## config.mk

```make
export PLATFORM = sky130hd
export DESIGN_NAME = spc_prog_port
export DESIGN_NICKNAME = d
export VERILOG_FILES = /design/src/inc/spc_pkg.sv /design/src/inc/spc_stream_if.sv /design/src/rtl/spc_pin_sync.sv /design/src/rtl/spc_fifo.sv /design/src/rtl/spc_prog_port.sv
export VERILOG_INCLUDE_DIRS = /design/src /design/src/inc
export SDC_FILE = /design/constraint.sdc
export NUM_CORES = 2
export LEC_CHECK = 0
export ABC_AREA = 1
export BUFFER_PORTS_ARGS = -buffer_cell sky130_fd_sc_hd__buf_4
export CAP_MARGIN = 40
export CORE_MARGIN = 3
export CORE_UTILIZATION = 51
export CTS_CLUSTER_SIZE = 30
export DETAILED_ROUTE_END_ITERATION = 16
export PLACE_DENSITY = 0.69
export SLEW_MARGIN = 0
export SYNTH_ARGS = -nofsm -noshare
export SYNTH_HDL_FRONTEND = slang
export SYNTH_SLANG_ARGS = --single-unit
export TNS_END_PERCENT = 20
```

## constraint.sdc

```tcl
create_clock -name clk_i -period 73.8 [get_ports clk_i]
set_input_delay 11.07 -clock clk_i [delete_from_list [all_inputs] [get_ports clk_i]]
set_output_delay 11.07 -clock clk_i [all_outputs]
set_load 0.02 [all_outputs]
```

## src/inc/spc_map.svh

```systemverilog
`ifndef SPC_MAP_SVH
`define SPC_MAP_SVH

// Clock and timing
`define SPC_CLK_NS          10
`define SPC_CFG_PROG_NS     1000
`define SPC_EE_PROG_NS      4000
`define SPC_CFG_PROG_CYC    ((`SPC_CFG_PROG_NS + `SPC_CLK_NS - 1) / `SPC_CLK_NS)
`define SPC_EE_PROG_CYC     ((`SPC_EE_PROG_NS + `SPC_CLK_NS - 1) / `SPC_CLK_NS)

// Frame layout
`define SPC_CMD_BITS        4
`define SPC_PAY_BITS        16
`define SPC_OPER_BITS       8
`define SPC_WORD_BITS       20
`define SPC_FIFO_DEPTH      4

// Address map
`define SPC_CODE_BYTES      65536
`define SPC_EE_BYTES        256
`define SPC_ID_BASE         22'h200000
`define SPC_CFG_BASE        22'h300000
`define SPC_CFG_COUNT       14
`define SPC_CFG_LAST        4'hd
`define SPC_DEVID_LO        22'h3ffffe
`define SPC_DEVID_HI        22'h3fffff
`define SPC_ERASED          8'hff
`define SPC_UNIMPL          8'h00

// Implemented config bits, byte n at [8n+7:8n]; erased value equals this mask
`define SPC_CFG_MASK        112'h400fe00fc00f00c587001f1fcf3f
`define SPC_CFG_PROT_IDX    4'hb
`define SPC_CFG_PROT_BIT    5

// Internal register file addresses
`define SPC_F_PTR_U         8'hf8
`define SPC_F_PTR_H         8'hf7
`define SPC_F_PTR_L         8'hf6
`define SPC_F_LATCH         8'hf5
`define SPC_F_MEMCTL        8'ha6
`define SPC_F_EE_LO         8'ha9
`define SPC_F_EE_HI         8'haa
`define SPC_F_EE_DATA       8'ha8

// Control register bits
`define SPC_CTL_CODE_SEL    7
`define SPC_CTL_CFG_SEL     6
`define SPC_CTL_WREN        2
`define SPC_CTL_WR          1
`define SPC_CTL_RD          0

// Core instruction opcodes
`define SPC_OP_MOVLW        8'h0e
`define SPC_OP_MOVWF        8'h6e
`define SPC_OP_BSF          4'h8
`define SPC_OP_BCF          4'h9
`define SPC_OP_MOVF         6'h14

`endif

```

## src/inc/spc_pkg.sv

```systemverilog
package spc_pkg;

    typedef enum logic [3:0] {
        SPC_CMD_CORE  = 4'h0,
        SPC_CMD_SHOUT = 4'h2,
        SPC_CMD_TABLE_READ_OP = 4'h9,
        SPC_CMD_CFGWR = 4'hf
    } spc_cmd_t;

    typedef enum logic [1:0] {
        SPC_SH_CMD  = 2'b00,
        SPC_SH_PAY  = 2'b01,
        SPC_SH_OPER = 2'b10,
        SPC_SH_OUT  = 2'b11
    } spc_shift_t;

endpackage

```

## src/inc/spc_stream_if.sv

```systemverilog
`timescale 1ns/1ns
interface spc_stream_if #(
    parameter int W = 20
) ();
    logic         valid;
    logic         ready;
    logic [W-1:0] data;

    modport src (output valid, output data, input ready);
    modport snk (input valid, input data, output ready);
endinterface

```

## src/rtl/spc_pin_sync.sv

```systemverilog
`timescale 1ns/1ns
module spc_pin_sync (
    // Clock and reset
    input  wire logic clk_i,
    input  wire logic rst_i,
    // Pins
    input  wire logic ser_clk_i,
    input  wire logic ser_line_i,
    // Synchronised view
    output logic      clk_fall_o,
    output logic      line_o
);
    logic [2:0] clk_q;
    logic [1:0] line_q;

    always_ff @(posedge clk_i or posedge rst_i) begin
        if (rst_i) begin
            clk_q  <= 3'h0;
            line_q <= 2'h0;
        end else begin
            clk_q  <= {clk_q[1:0], ser_clk_i};
            line_q <= {line_q[0], ser_line_i};
        end
    end

    // Edge found between second and third stages only
    assign clk_fall_o = clk_q[2] & ~clk_q[1];
    assign line_o     = line_q[1];
endmodule

```

## src/rtl/spc_fifo.sv

```systemverilog
`timescale 1ns/1ns
module spc_fifo #(
    parameter int W     = 20,
    parameter int DEPTH = 4
) (
    // Clock and reset
    input  wire logic  clk_i,
    input  wire logic  rst_i,
    // Streams
    spc_stream_if.snk  in_s,
    spc_stream_if.src  out_s
);
    localparam int AW = $clog2(DEPTH);

    logic [W-1:0] mem_q [DEPTH];
    logic [AW:0]  wr_q;
    logic [AW:0]  rd_q;
    wire          full  = (wr_q[AW] != rd_q[AW]) && (wr_q[AW-1:0] == rd_q[AW-1:0]);
    wire          empty = (wr_q == rd_q);
    wire          push  = in_s.valid & ~full;
    wire          pop   = out_s.ready & ~empty;

    assign in_s.ready  = ~full;
    assign out_s.valid = ~empty;
    assign out_s.data  = mem_q[rd_q[AW-1:0]];

    always_ff @(posedge clk_i) begin
        if (push) begin
            mem_q[wr_q[AW-1:0]] <= in_s.data;
        end
    end

    always_ff @(posedge clk_i or posedge rst_i) begin
        if (rst_i) begin
            wr_q <= '0;
            rd_q <= '0;
        end else begin
            wr_q <= wr_q + {{AW{1'b0}}, push};
            rd_q <= rd_q + {{AW{1'b0}}, pop};
        end
    end
endmodule

```

## src/rtl/spc_prog_port.sv

```systemverilog
// Notes on behaviour
// Boot block is written by the normal code sequence within 000000h..0007FFh.
// Each configuration write-and-start command programs exactly one byte.
// Even pointer takes payload low byte, odd pointer takes high byte.
// Programmer reloads the pointer before each configuration byte; no increment.
// Programmer sets code and configuration select bits before configuration writes.
// Write completes during the following no-operation command's clock high and low times.
// Configuration writes are refused once the write-protect bit reads zero.
// Table read returns the pointed byte serially, then increments the pointer.
// Command shifted in LSB first; eight operand clocks, then eight output clocks.
// Line turns to output after the eighth operand falling edge; clock held low.
// Table reads work anywhere in the 22-bit space, including ID and config.
// Post-increment from the last code address wraps the pointer to zero.
// Programmer reloads the pointer with the ID base after code verify.
// Programmer merges byte pairs for code words; config bytes compared singly.
// EEPROM read: clear selects, load address, set read bit; byte lands in the EEPROM data register.
// Shift-out command sends the table latch after the same turnaround.
// Shift-out result carries the latched byte in its high byte.
// Core-instruction payload executes as an internal instruction.
// Erased code, ID and EEPROM bytes read as all ones.
// Unimplemented configuration bits always read as zero.
// Blank check by programmer excludes the two device identification bytes.
// Only one party drives the data line; device only in its output phase.
`timescale 1ns/1ns
`include "spc_map.svh"
module spc_prog_port #(
    parameter int         CODE_BYTES  = `SPC_CODE_BYTES,
    parameter int         EE_BYTES    = `SPC_EE_BYTES,
    parameter int         FIFO_DEPTH  = `SPC_FIFO_DEPTH,
    parameter logic [7:0] DEV_ID_LO   = 8'h5a,  // Arbitrary identification value
    parameter logic [7:0] DEV_ID_HI   = 8'ha5   // Arbitrary identification value
) (
    // Clock and reset
    input  wire logic        clk_i,
    input  wire logic        rst_i,
    // Programming pins
    input  wire logic        prog_serial_clock_i,
    input  wire logic        prog_serial_line_i,
    output logic             prog_serial_line_o,
    output logic             prog_serial_line_oe_o,
    // Status
    output logic             busy_o,
    output logic             cfg_reject_o,
    output logic             overrun_o,
    output logic [21:0]      table_ptr_o,
    output logic [7:0]       mem_control_reg_o
);
    localparam int          WW        = `SPC_WORD_BITS;
    localparam int          EAW       = $clog2(EE_BYTES);
    localparam logic [21:0] CODE_LAST = 22'(CODE_BYTES - 1);
    localparam logic [111:0] CFG_MASK = `SPC_CFG_MASK;

    // Synchronised pins
    logic clk_fall;
    logic line_s;

    spc_pin_sync u_sync (
        .clk_i      (clk_i),
        .rst_i      (rst_i),
        .ser_clk_i  (prog_serial_clock_i),
        .ser_line_i (prog_serial_line_i),
        .clk_fall_o (clk_fall),
        .line_o     (line_s)
    );

    // Command stream from shifter to executor
    spc_stream_if #(.W(WW)) sh_s ();
    spc_stream_if #(.W(WW)) ex_s ();

    spc_fifo #(.W(WW), .DEPTH(FIFO_DEPTH)) u_fifo (
        .clk_i (clk_i),
        .rst_i (rst_i),
        .in_s  (sh_s),
        .out_s (ex_s)
    );

    // ---------------- Serial shifter ----------------
    spc_pkg::spc_shift_t sh_state_q, sh_state_d;
    logic [3:0]  cnt_q, cnt_d;
    logic [3:0]  cmd_q, cmd_d;
    logic [15:0] pay_q, pay_d;
    logic [7:0]  out_q, out_d;
    logic        oe_q, oe_d;
    logic        push;
    logic        overrun_q;
    logic [7:0]  rd_byte_q;

    wire [3:0] cmd_full   = {line_s, cmd_q[3:1]};
    wire       is_read    = (cmd_full == spc_pkg::SPC_CMD_TABLE_READ_OP) ||
                            (cmd_full == spc_pkg::SPC_CMD_SHOUT);
    wire       last_cmd   = (cnt_q == 4'(`SPC_CMD_BITS - 1));
    wire       last_pay   = (cnt_q == 4'(`SPC_PAY_BITS - 1));
    wire       last_byte  = (cnt_q == 4'(`SPC_OPER_BITS - 1));

    assign sh_s.valid = push;
    assign sh_s.data  = (sh_state_q == spc_pkg::SPC_SH_CMD) ? {cmd_full, 16'h0000}
                                                            : {cmd_q, line_s, pay_q[15:1]};

    always_comb begin
        sh_state_d = sh_state_q;
        cnt_d      = cnt_q;
        cmd_d      = cmd_q;
        pay_d      = pay_q;
        out_d      = out_q;
        oe_d       = oe_q;
        push       = 1'b0;
        if (clk_fall) begin
            cnt_d = cnt_q + 4'h1;
            unique case (sh_state_q)
                spc_pkg::SPC_SH_CMD: begin
                    cmd_d = cmd_full;
                    if (last_cmd) begin
                        cnt_d = 4'h0;
                        // Reads go to the executor now so the byte is ready
                        push       = is_read;
                        sh_state_d = is_read ? spc_pkg::SPC_SH_OPER : spc_pkg::SPC_SH_PAY;
                    end
                end
                spc_pkg::SPC_SH_PAY: begin
                    pay_d = {line_s, pay_q[15:1]};
                    if (last_pay) begin
                        cnt_d      = 4'h0;
                        push       = 1'b1;
                        sh_state_d = spc_pkg::SPC_SH_CMD;
                    end
                end
                spc_pkg::SPC_SH_OPER: begin
                    if (last_byte) begin
                        cnt_d      = 4'h0;
                        out_d      = rd_byte_q;
                        oe_d       = 1'b1;
                        sh_state_d = spc_pkg::SPC_SH_OUT;
                    end
                end
                spc_pkg::SPC_SH_OUT: begin
                    out_d = {1'b0, out_q[7:1]};
                    if (last_byte) begin
                        cnt_d      = 4'h0;
                        oe_d       = 1'b0;
                        sh_state_d = spc_pkg::SPC_SH_CMD;
                    end
                end
            endcase
        end
    end

    always_ff @(posedge clk_i or posedge rst_i) begin
        if (rst_i) begin
            sh_state_q <= spc_pkg::SPC_SH_CMD;
            cnt_q      <= 4'h0;
            cmd_q      <= 4'h0;
            pay_q      <= 16'h0000;
            out_q      <= 8'h00;
            oe_q       <= 1'b0;
        end else begin
            sh_state_q <= sh_state_d;
            cnt_q      <= cnt_d;
            cmd_q      <= cmd_d;
            pay_q      <= pay_d;
            out_q      <= out_d;
            oe_q       <= oe_d;
        end
    end

    always_ff @(posedge clk_i or posedge rst_i) begin
        if (rst_i) begin
            overrun_q <= 1'b0;
        end else if (push && !sh_s.ready) begin
            overrun_q <= 1'b1;
        end
    end

    // LSB of shift register is the bit on the line
    assign prog_serial_line_o    = out_q[0];
    assign prog_serial_line_oe_o = oe_q;
    assign overrun_o             = overrun_q;

    // ---------------- Executor ----------------
    logic [21:0] ptr_q, ptr_d;
    logic [7:0]  w_q, w_d;
    logic [7:0]  latch_q, latch_d;
    logic [7:0]  ctl_q, ctl_d;
    logic [7:0]  ee_lo_q, ee_lo_d;
    logic [7:0]  ee_hi_q, ee_hi_d;
    logic [7:0]  ee_data_q, ee_data_d;
    logic [7:0]  rd_byte_d;
    logic [15:0] busy_q, busy_d;
    logic        reject_q, reject_d;
    logic        cfg_we, ee_we;
    logic [7:0]  cfg_q [`SPC_CFG_COUNT];
    logic [7:0]  ee_q  [EE_BYTES];

    // Stalls the queue while a write is in progress
    assign ex_s.ready = (busy_q == 16'h0000);

    wire        fire     = ex_s.valid & ex_s.ready;
    wire [3:0]  x_cmd    = ex_s.data[19:16];
    wire [15:0] x_pay    = ex_s.data[15:0];
    wire [7:0]  x_f      = x_pay[7:0];
    wire [2:0]  x_bit    = x_pay[11:9];
    wire        op_movlw = (x_pay[15:8] == `SPC_OP_MOVLW);
    wire        op_movwf = (x_pay[15:8] == `SPC_OP_MOVWF);
    wire        op_bsf   = (x_pay[15:12] == `SPC_OP_BSF);
    wire        op_bcf   = (x_pay[15:12] == `SPC_OP_BCF);
    wire        op_movf  = (x_pay[15:10] == `SPC_OP_MOVF) && !x_pay[9];
    wire        sel_none = !ctl_q[`SPC_CTL_CODE_SEL] && !ctl_q[`SPC_CTL_CFG_SEL];
    wire        sel_cfg  = ctl_q[`SPC_CTL_CODE_SEL] && ctl_q[`SPC_CTL_CFG_SEL];
    wire [EAW-1:0] ee_idx = EAW'({ee_hi_q, ee_lo_q});

    // Table read decode across the whole 22-bit space
    wire        in_code  = ({10'h000, ptr_q} < 32'(CODE_BYTES));
    wire        in_id    = (ptr_q[21:3] == `SPC_ID_BASE >> 3);
    wire        in_cfg   = (ptr_q[21:4] == `SPC_CFG_BASE >> 4) && (ptr_q[3:0] <= `SPC_CFG_LAST);
    wire [7:0]  cfg_rd   = cfg_q[ptr_q[3:0]] & CFG_MASK[{ptr_q[3:0], 3'h0} +: 8];
    wire [7:0]  mem_rd   = (in_code || in_id)          ? `SPC_ERASED :
                           in_cfg                      ? cfg_rd :
                           (ptr_q == `SPC_DEVID_LO)    ? DEV_ID_LO :
                           (ptr_q == `SPC_DEVID_HI)    ? DEV_ID_HI : `SPC_UNIMPL;
    wire [21:0] ptr_inc  = (ptr_q == CODE_LAST) ? 22'h000000 : ptr_q + 22'h000001;

    // Configuration write target
    wire        cfg_lock = !cfg_q[`SPC_CFG_PROT_IDX][`SPC_CFG_PROT_BIT];
    wire [7:0]  cfg_wdat = ptr_q[0] ? x_pay[15:8] : x_pay[7:0];
    wire [7:0]  sfr_val  = (x_f == `SPC_F_PTR_U)   ? {2'h0, ptr_q[21:16]} :
                           (x_f == `SPC_F_PTR_H)   ? ptr_q[15:8] :
                           (x_f == `SPC_F_PTR_L)   ? ptr_q[7:0] :
                           (x_f == `SPC_F_LATCH)   ? latch_q :
                           (x_f == `SPC_F_MEMCTL)  ? ctl_q :
                           (x_f == `SPC_F_EE_LO)   ? ee_lo_q :
                           (x_f == `SPC_F_EE_HI)   ? ee_hi_q :
                           (x_f == `SPC_F_EE_DATA) ? ee_data_q : 8'h00;

    always_comb begin
        ptr_d     = ptr_q;
        w_d       = w_q;
        latch_d   = latch_q;
        ctl_d     = ctl_q;
        ee_lo_d   = ee_lo_q;
        ee_hi_d   = ee_hi_q;
        ee_data_d = ee_data_q;
        rd_byte_d = rd_byte_q;
        busy_d    = busy_q;
        reject_d  = 1'b0;
        cfg_we    = 1'b0;
        ee_we     = 1'b0;
        if (busy_q != 16'h0000) begin
            busy_d = busy_q - 16'h0001;
            if (busy_q == 16'h0001) begin
                ctl_d[`SPC_CTL_WR] = 1'b0;
            end
        end
        if (fire) begin
            unique case (x_cmd)
                spc_pkg::SPC_CMD_CORE: begin
                    if (op_movlw) begin
                        w_d = x_f;
                    end else if (op_movwf) begin
                        unique case (x_f)
                            `SPC_F_PTR_U:   ptr_d[21:16] = w_q[5:0];
                            `SPC_F_PTR_H:   ptr_d[15:8]  = w_q;
                            `SPC_F_PTR_L:   ptr_d[7:0]   = w_q;
                            `SPC_F_LATCH:   latch_d      = w_q;
                            `SPC_F_MEMCTL:  ctl_d        = w_q & 8'hc4;
                            `SPC_F_EE_LO:   ee_lo_d      = w_q;
                            `SPC_F_EE_HI:   ee_hi_d      = w_q;
                            `SPC_F_EE_DATA: ee_data_d    = w_q;
                            default:        w_d          = w_q;
                        endcase
                    end else if ((op_bsf || op_bcf) && x_f == `SPC_F_MEMCTL) begin
                        ctl_d[x_bit] = op_bsf;
                        if (op_bsf && x_bit == 3'(`SPC_CTL_RD)) begin
                            ctl_d[`SPC_CTL_RD] = 1'b0;
                            if (sel_none) begin
                                ee_data_d = ee_q[ee_idx];
                            end
                        end
                        if (op_bsf && x_bit == 3'(`SPC_CTL_WR)) begin
                            if (sel_none && ctl_q[`SPC_CTL_WREN]) begin
                                ee_we  = 1'b1;
                                busy_d = 16'(`SPC_EE_PROG_CYC);
                            end else begin
                                ctl_d[`SPC_CTL_WR] = 1'b0;
                            end
                        end
                    end else if (op_movf) begin
                        w_d = sfr_val;
                    end
                end
                spc_pkg::SPC_CMD_TABLE_READ_OP: begin
                    rd_byte_d = mem_rd;
                    latch_d   = mem_rd;
                    ptr_d     = ptr_inc;
                end
                spc_pkg::SPC_CMD_SHOUT: rd_byte_d = latch_q;
                spc_pkg::SPC_CMD_CFGWR: begin
                    if (sel_cfg && in_cfg) begin
                        if (cfg_lock) begin
                            reject_d = 1'b1;
                        end else begin
                            cfg_we = 1'b1;
                            busy_d = 16'(`SPC_CFG_PROG_CYC);
                        end
                    end
                end
                default: rd_byte_d = rd_byte_q;
            endcase
        end
    end

    always_ff @(posedge clk_i or posedge rst_i) begin
        if (rst_i) begin
            ptr_q     <= 22'h000000;
            w_q       <= 8'h00;
            latch_q   <= 8'h00;
            ctl_q     <= 8'h00;
            ee_lo_q   <= 8'h00;
            ee_hi_q   <= 8'h00;
            ee_data_q <= 8'h00;
            rd_byte_q <= 8'h00;
            busy_q    <= 16'h0000;
            reject_q  <= 1'b0;
        end else begin
            ptr_q     <= ptr_d;
            w_q       <= w_d;
            latch_q   <= latch_d;
            ctl_q     <= ctl_d;
            ee_lo_q   <= ee_lo_d;
            ee_hi_q   <= ee_hi_d;
            ee_data_q <= ee_data_d;
            rd_byte_q <= rd_byte_d;
            busy_q    <= busy_d;
            reject_q  <= reject_d;
        end
    end

    // Configuration bytes, erased state holds every implemented bit at one
    genvar gi;
    generate
        for (gi = 0; gi < `SPC_CFG_COUNT; gi++) begin : g_cfg
            always_ff @(posedge clk_i or posedge rst_i) begin
                if (rst_i) begin
                    cfg_q[gi] <= CFG_MASK[gi*8 +: 8];
                end else if (cfg_we && ptr_q[3:0] == 4'(gi)) begin
                    cfg_q[gi] <= cfg_wdat & CFG_MASK[gi*8 +: 8];
                end
            end
        end
    endgenerate

    // Data EEPROM, erased at reset
    always_ff @(posedge clk_i or posedge rst_i) begin
        if (rst_i) begin
            for (int i = 0; i < EE_BYTES; i++) begin
                ee_q[i] <= `SPC_ERASED;
            end
        end else if (ee_we) begin
            ee_q[ee_idx] <= ee_data_q;
        end
    end

    assign busy_o            = (busy_q != 16'h0000);
    assign cfg_reject_o      = reject_q;
    assign table_ptr_o       = ptr_q;
    assign mem_control_reg_o = ctl_q;
endmodule

```

======== After elaboration in Yosys (flattened, before gate mapping) ========
Memories as Yosys holds them, arrays and structs flattened.
Index checks and enable logic that the tools add are counted.
operators by class
  muxes and demuxes ....................... 104
  reductions and logical operators ........ 60
  shift-type cells ........................ 1
  bitwise operators ....................... 10
  magnitude comparators ................... 7
  $add $sub $neg .......................... 5
  equality and inequality tests ........... 59
operator list
  operator                                                      count
  bitwise mux 2048 bit                                          1
  2-to-1 mux 8 bit                                              36
  2-to-1 mux 16 bit                                             9
  variable part select 112 x 8 -> 8 bit (first input constant)  1
  2-to-1 mux 22 bit                                             3
  binary-select mux 8 bit (select 8 bit)                        1
  demux 8 bit (select 8 bit)                                    1
  equality test 8 bit (second input constant)                   8
  equality test 4 bit (second input constant)                   12
  case mux 8 bit (2 select lines)                               3
  AND reduction 5 bit                                           9
  equality test 22 bit (second input constant)                  2
  case mux 22 bit (2 select lines)                              1
  binary-select mux 8 bit (select 4 bit)                        1
  case mux 16 bit (2 select lines)                              1
  2-to-1 mux 1 bit                                              28
  logical AND 1 bit                                             25
  inequality test 2 bit (second input constant)                 12
  adder 22 x 1 -> 22 bit (second input constant)                1
  equality test 22 x 16 -> 1 bit (second input constant)        1
  < comparator 22 x 17 -> 1 bit (second input constant)         1
  equality test 4 x 2 -> 1 bit (second input constant)          5
  2-to-1 mux 20 bit                                             1
  equality test 19 bit (second input constant)                  1
  49 further kinds                                              82
word-level totals
  memory bits (writable) .................. 80
  memories kept ........................... 1
  bits in registers ....................... 2238
  word-level logic and storage cells ...... 539
memories
  name          words  bits a word  read ports  clocked after memory_dff  write ports  RTL line        source
  u_fifo.mem_q  4      20           1           0                         1            spc_fifo.sv:15  logic [W-1:0] mem_q [DEPTH];

======== Longest topological paths before layout ========
An unclocked memory read counts as a cell.
  depth in word-level cells ............... 14
  mapped depth ............................ 20
  gate-level depth less buffers ........... 17

======== Modules after synthesis ========
A second synthesis with hierarchy kept.
unflattened totals
  cells, all modules ...................... 12405
  area total of the unflattened synthesis .. 107753.3 um2
by module, submodules not included
  module         area each (um2)  instances  cells each
  spc_prog_port  104317.5         1          12162
  spc_fifo       3296.9           1          235
  spc_pin_sync   138.9            1          8

======== Worst setup path before layout ========
No wires, ideal clock.
  path kind ............................... register to output
  start point ............................. reg busy_q[0]
  end point ............................... out busy_o
  data arrival time ....................... 1.255 ns
  slack ................................... 61.475 ns
  stages on the path, launching flop included .. 8
  required time ........................... 62.730 ns
  cell sequence ........................... dfrtp_1 > inv_1 > ha_1 > nand2_1 > nor2_1 > inv_1 > nor2_1 > inv_1
between the ends
  longest elaborated chain between the ends .. 1
RTL lines
  item                    RTL line              source
  start, declared         spc_prog_port.sv:187  logic [15:0] busy_q, busy_d;
  start signal, assigned  spc_prog_port.sv:331  busy_q <= busy_d;
  nonzero test 16 bit     spc_prog_port.sv:361  assign busy_o = (busy_q != 16'h0000);
  end, declared           spc_prog_port.sv:42   output logic busy_o,
Every way passes these cells.

==> metrics.txt <==
first-pass GRT wire length about 540 mm; worst slack, placed between 50,000 and 60,000 ps; Rows roughly 170; M1 GR Usage between 40 and 50%; Worst Hold Class register to register; dpl cell area approximately 110,000 µm²; drt wl/cell roughly 22 µm; met3 Use GR under 10%; die width ~470 µm; Pwr Total between 2 and 3 mW; most frequent cells in the layout 5,782 x nand2_1, 2,096 x dfstp_2, 1,970 x o21ai_1, 602 x nor2_1, 348 x o21ai_0; # resized after CTS 0; Async SR Flop Fraction slightly below 100%; Post-synth top flop dfstp_2; RePlAce Congestion ~0.95; Final Instance Count excl. Fillers 15,930; area grow syn2layout 8.721%; Max-slew headroom between 20% and 30%; CP top delay family buffers and inverters; Post-synth EDFFs 80; actual slew at the worst max-slew pin roughly 1100 ps; Sink Count 2,317; 1st-iter DRT viols a little over 9,000; gr ovfl total 0; Pre-antenna DRT Iters 8; Synth Instances 13,330; register area share after synthesis between 50% and 60%; CP Class input pin to asynchronous set/reset pin; slowest stage delay, CP roughly 810 ps; most common cell after layout, fill and taps aside nand2_1; number of synthesis warnings 0; CP max-delay cell buf_4; status completed; Die Ht approximately 470 µm; final core utilization a little under three fifths; pin count of the biggest net entering global routing 193; CP required approximately 75,000 ps; final period demand of the worst path approximately 15,000 ps; Post-CTS Setup Bufs 0; placed cell count around 15,000; syn_nets roughly 13,000; max-cap viol count 0; post-route setup TNS 0 ps; Worst VDD drop around 31 µV; Synth Cell Area roughly 110,000 µm²; total vias in the final route 92,470; Achievable Freq roughly 0.065 GHz; Total GRT Usage 30.49%; Power Dens Cells approximately 23 nW/µm²; Total Wirelength between 300 and 400 mm; clock tree buffer depth 3; clock root buffer clkbuf_16; H-tree depth 4; vias in the first global route 89,270; Final Cell Area ~120,000 µm²; PortBufs 38; layout cells sized above 1 22.96%; leakage 44.44 nW; vias per cell 5.806; worst setup margin between 50,000 and 60,000 ps; full die area between 200,000 and 250,000 µm²; minimum hold slack around 350 ps; worst-skew pair later-pin latency ~900 ps; Post-DP HPWL roughly 210 mm; hold buffer count at CTS 0; RSZ-0062 raised after global routing false; critical path endpoint category asynchronous set/reset pin; Residual DRC 0; DRT antenna net count 0; final worst clock skew 40.83 ps; GR Util met2 between 40% and 50%; TritonCTS buffer count 235; post-route clock period utilization 20.78%; initial antenna violation count 6; CP arrival around 16,000 ps; number of synthesized register bits 2,317; CP cell instances buf_4 -> inv_8 -> buf_4 -> buf_12 -> buf_4 -> buf_4 -> buf_4 -> buf_16 -> buf_4 -> buf_16; Final Hold Vio Count 0; Final Max Slew Viols 0; crit-path most repeated cell buf_4; Synth cell types 50; type of origin of the critical path input pin; Final #Nets about 13,000; Final setup violation count 0; Initial Util 51.38%; number of I/O pins 39; clk slew on worst S/H paths around 60 ps; TritonCTS clock tree built; CP max FO between 150 and 200; most crowded layer after global routing met2; CP bufs+invs 10; Core ar. ~220,000 µm²; syn avg cell area 8.381 µm²
## synthesized netlist by cell type (22+ instances only)
cell type / count / area, µm²
a21oi_1: 67 / 335.3
a22oi_1: 206 / 1546
a31oi_1: 22 / 137.6
buf_1: 39 / 146.4
buf_2: 232 / 1161
buf_4: 32 / 240.2
buf_6: 28 / 315.3
clkbuf_1: 587 / 2203
dfrtp_1: 141 / 3528
dfstp_2: 2096 / 55070
edfxtp_1: 80 / 2402
inv_1: 199 / 747.0
nand2_1: 5783 / 21710
nand3_1: 222 / 1111
nand3_4: 220 / 3854
nand4_1: 257 / 1608
nor2_1: 612 / 2297
nor3_1: 24 / 120.1
o21ai_0: 350 / 1752
o21ai_1: 1968 / 9849
## logic make-up (layout without fill, tap and decap cells)
group                      count (synthesis)  in the layout  synth area share, %
muxes                                      1              1             0.008962
adders and majority gates                 13             13               0.1456
AOI/OAI and AO/OA                       2645           2645                12.42
xor gates and xnor gates                  24             24               0.1882
and+or+nand+nor                         7166           7166                27.84
buffers and inverters                   1161            902                4.780
DFF                                     2317           2317                54.61
other                                      0              4                    0
## path summary, 6_finish.rpt
path / start / end / slack (ps) / cells past startpoint
setup / recovery: rst_i / ee_q[1483] / 58460 / 10
hold / removal: u_sync.clk_q[0] / u_sync.clk_q[1] / 350 / 0
setup reg to reg: u_fifo.rd_q[0] / ee_q[492] / 67400 / 13
hold reg to reg: u_sync.clk_q[0] / u_sync.clk_q[1] / 350 / 0
max in group clk_i: busy_q[0] / busy_o / 60140 / 8
min in group asynchronous: rst_i / pay_q[12] / 10410 / 2
## registers in the layout (all words and copies together), names as in the netlist, 4 cells and up
register and count:
ee_idx 8, cnt_q 4, ee_data_q 8, u_fifo.mem_q 80
pay_q 15, rd_byte_q 8, ee_hi_q 8, w_q 8
cmd_q 4, table_ptr_o 22, out_q 8, latch_q 8
cfg_q 48, ee_q 2048, mem_control_reg_o 8, busy_q 16
## where the power goes
| group | total, mW | internal, mW | switching, mW |
|---|---|---|---|
| Sequential | 1.33 | 1.30 | 0.0227 |
| Combinational | 0.301 | 0.0674 | 0.233 |
| Clock | 1.21 | 0.696 | 0.518 |
## worst reg2reg max path, delay by kind of cell, from the launching register on
kind,cells,cell delay [ps]
buffers and inverters,7,3750
DFF,1,350
and+or+nand+nor,5,1760
AOI/OAI and AO/OA,1,430
## per-layer routing
metal	vias to the layer above	part of all wire, %
li1	42630	-
met4	2	5.3
met3	781	8.8
met5	-	0.0049
met1	45210	41
met2	3845	45
## cell type report
type,instances,area [µm²]
fillers,19350,95940
multi-input cells,9849,45420
clock inverters,82,933.4
clock buffers,355,6894
flip-flops and latches,2317,61010
well taps,2854,3571
diodes,4,10.01
repair buffers,246,2680
inverters,219,917.1
No activity file was read; power rests on OpenSTA's default activity.
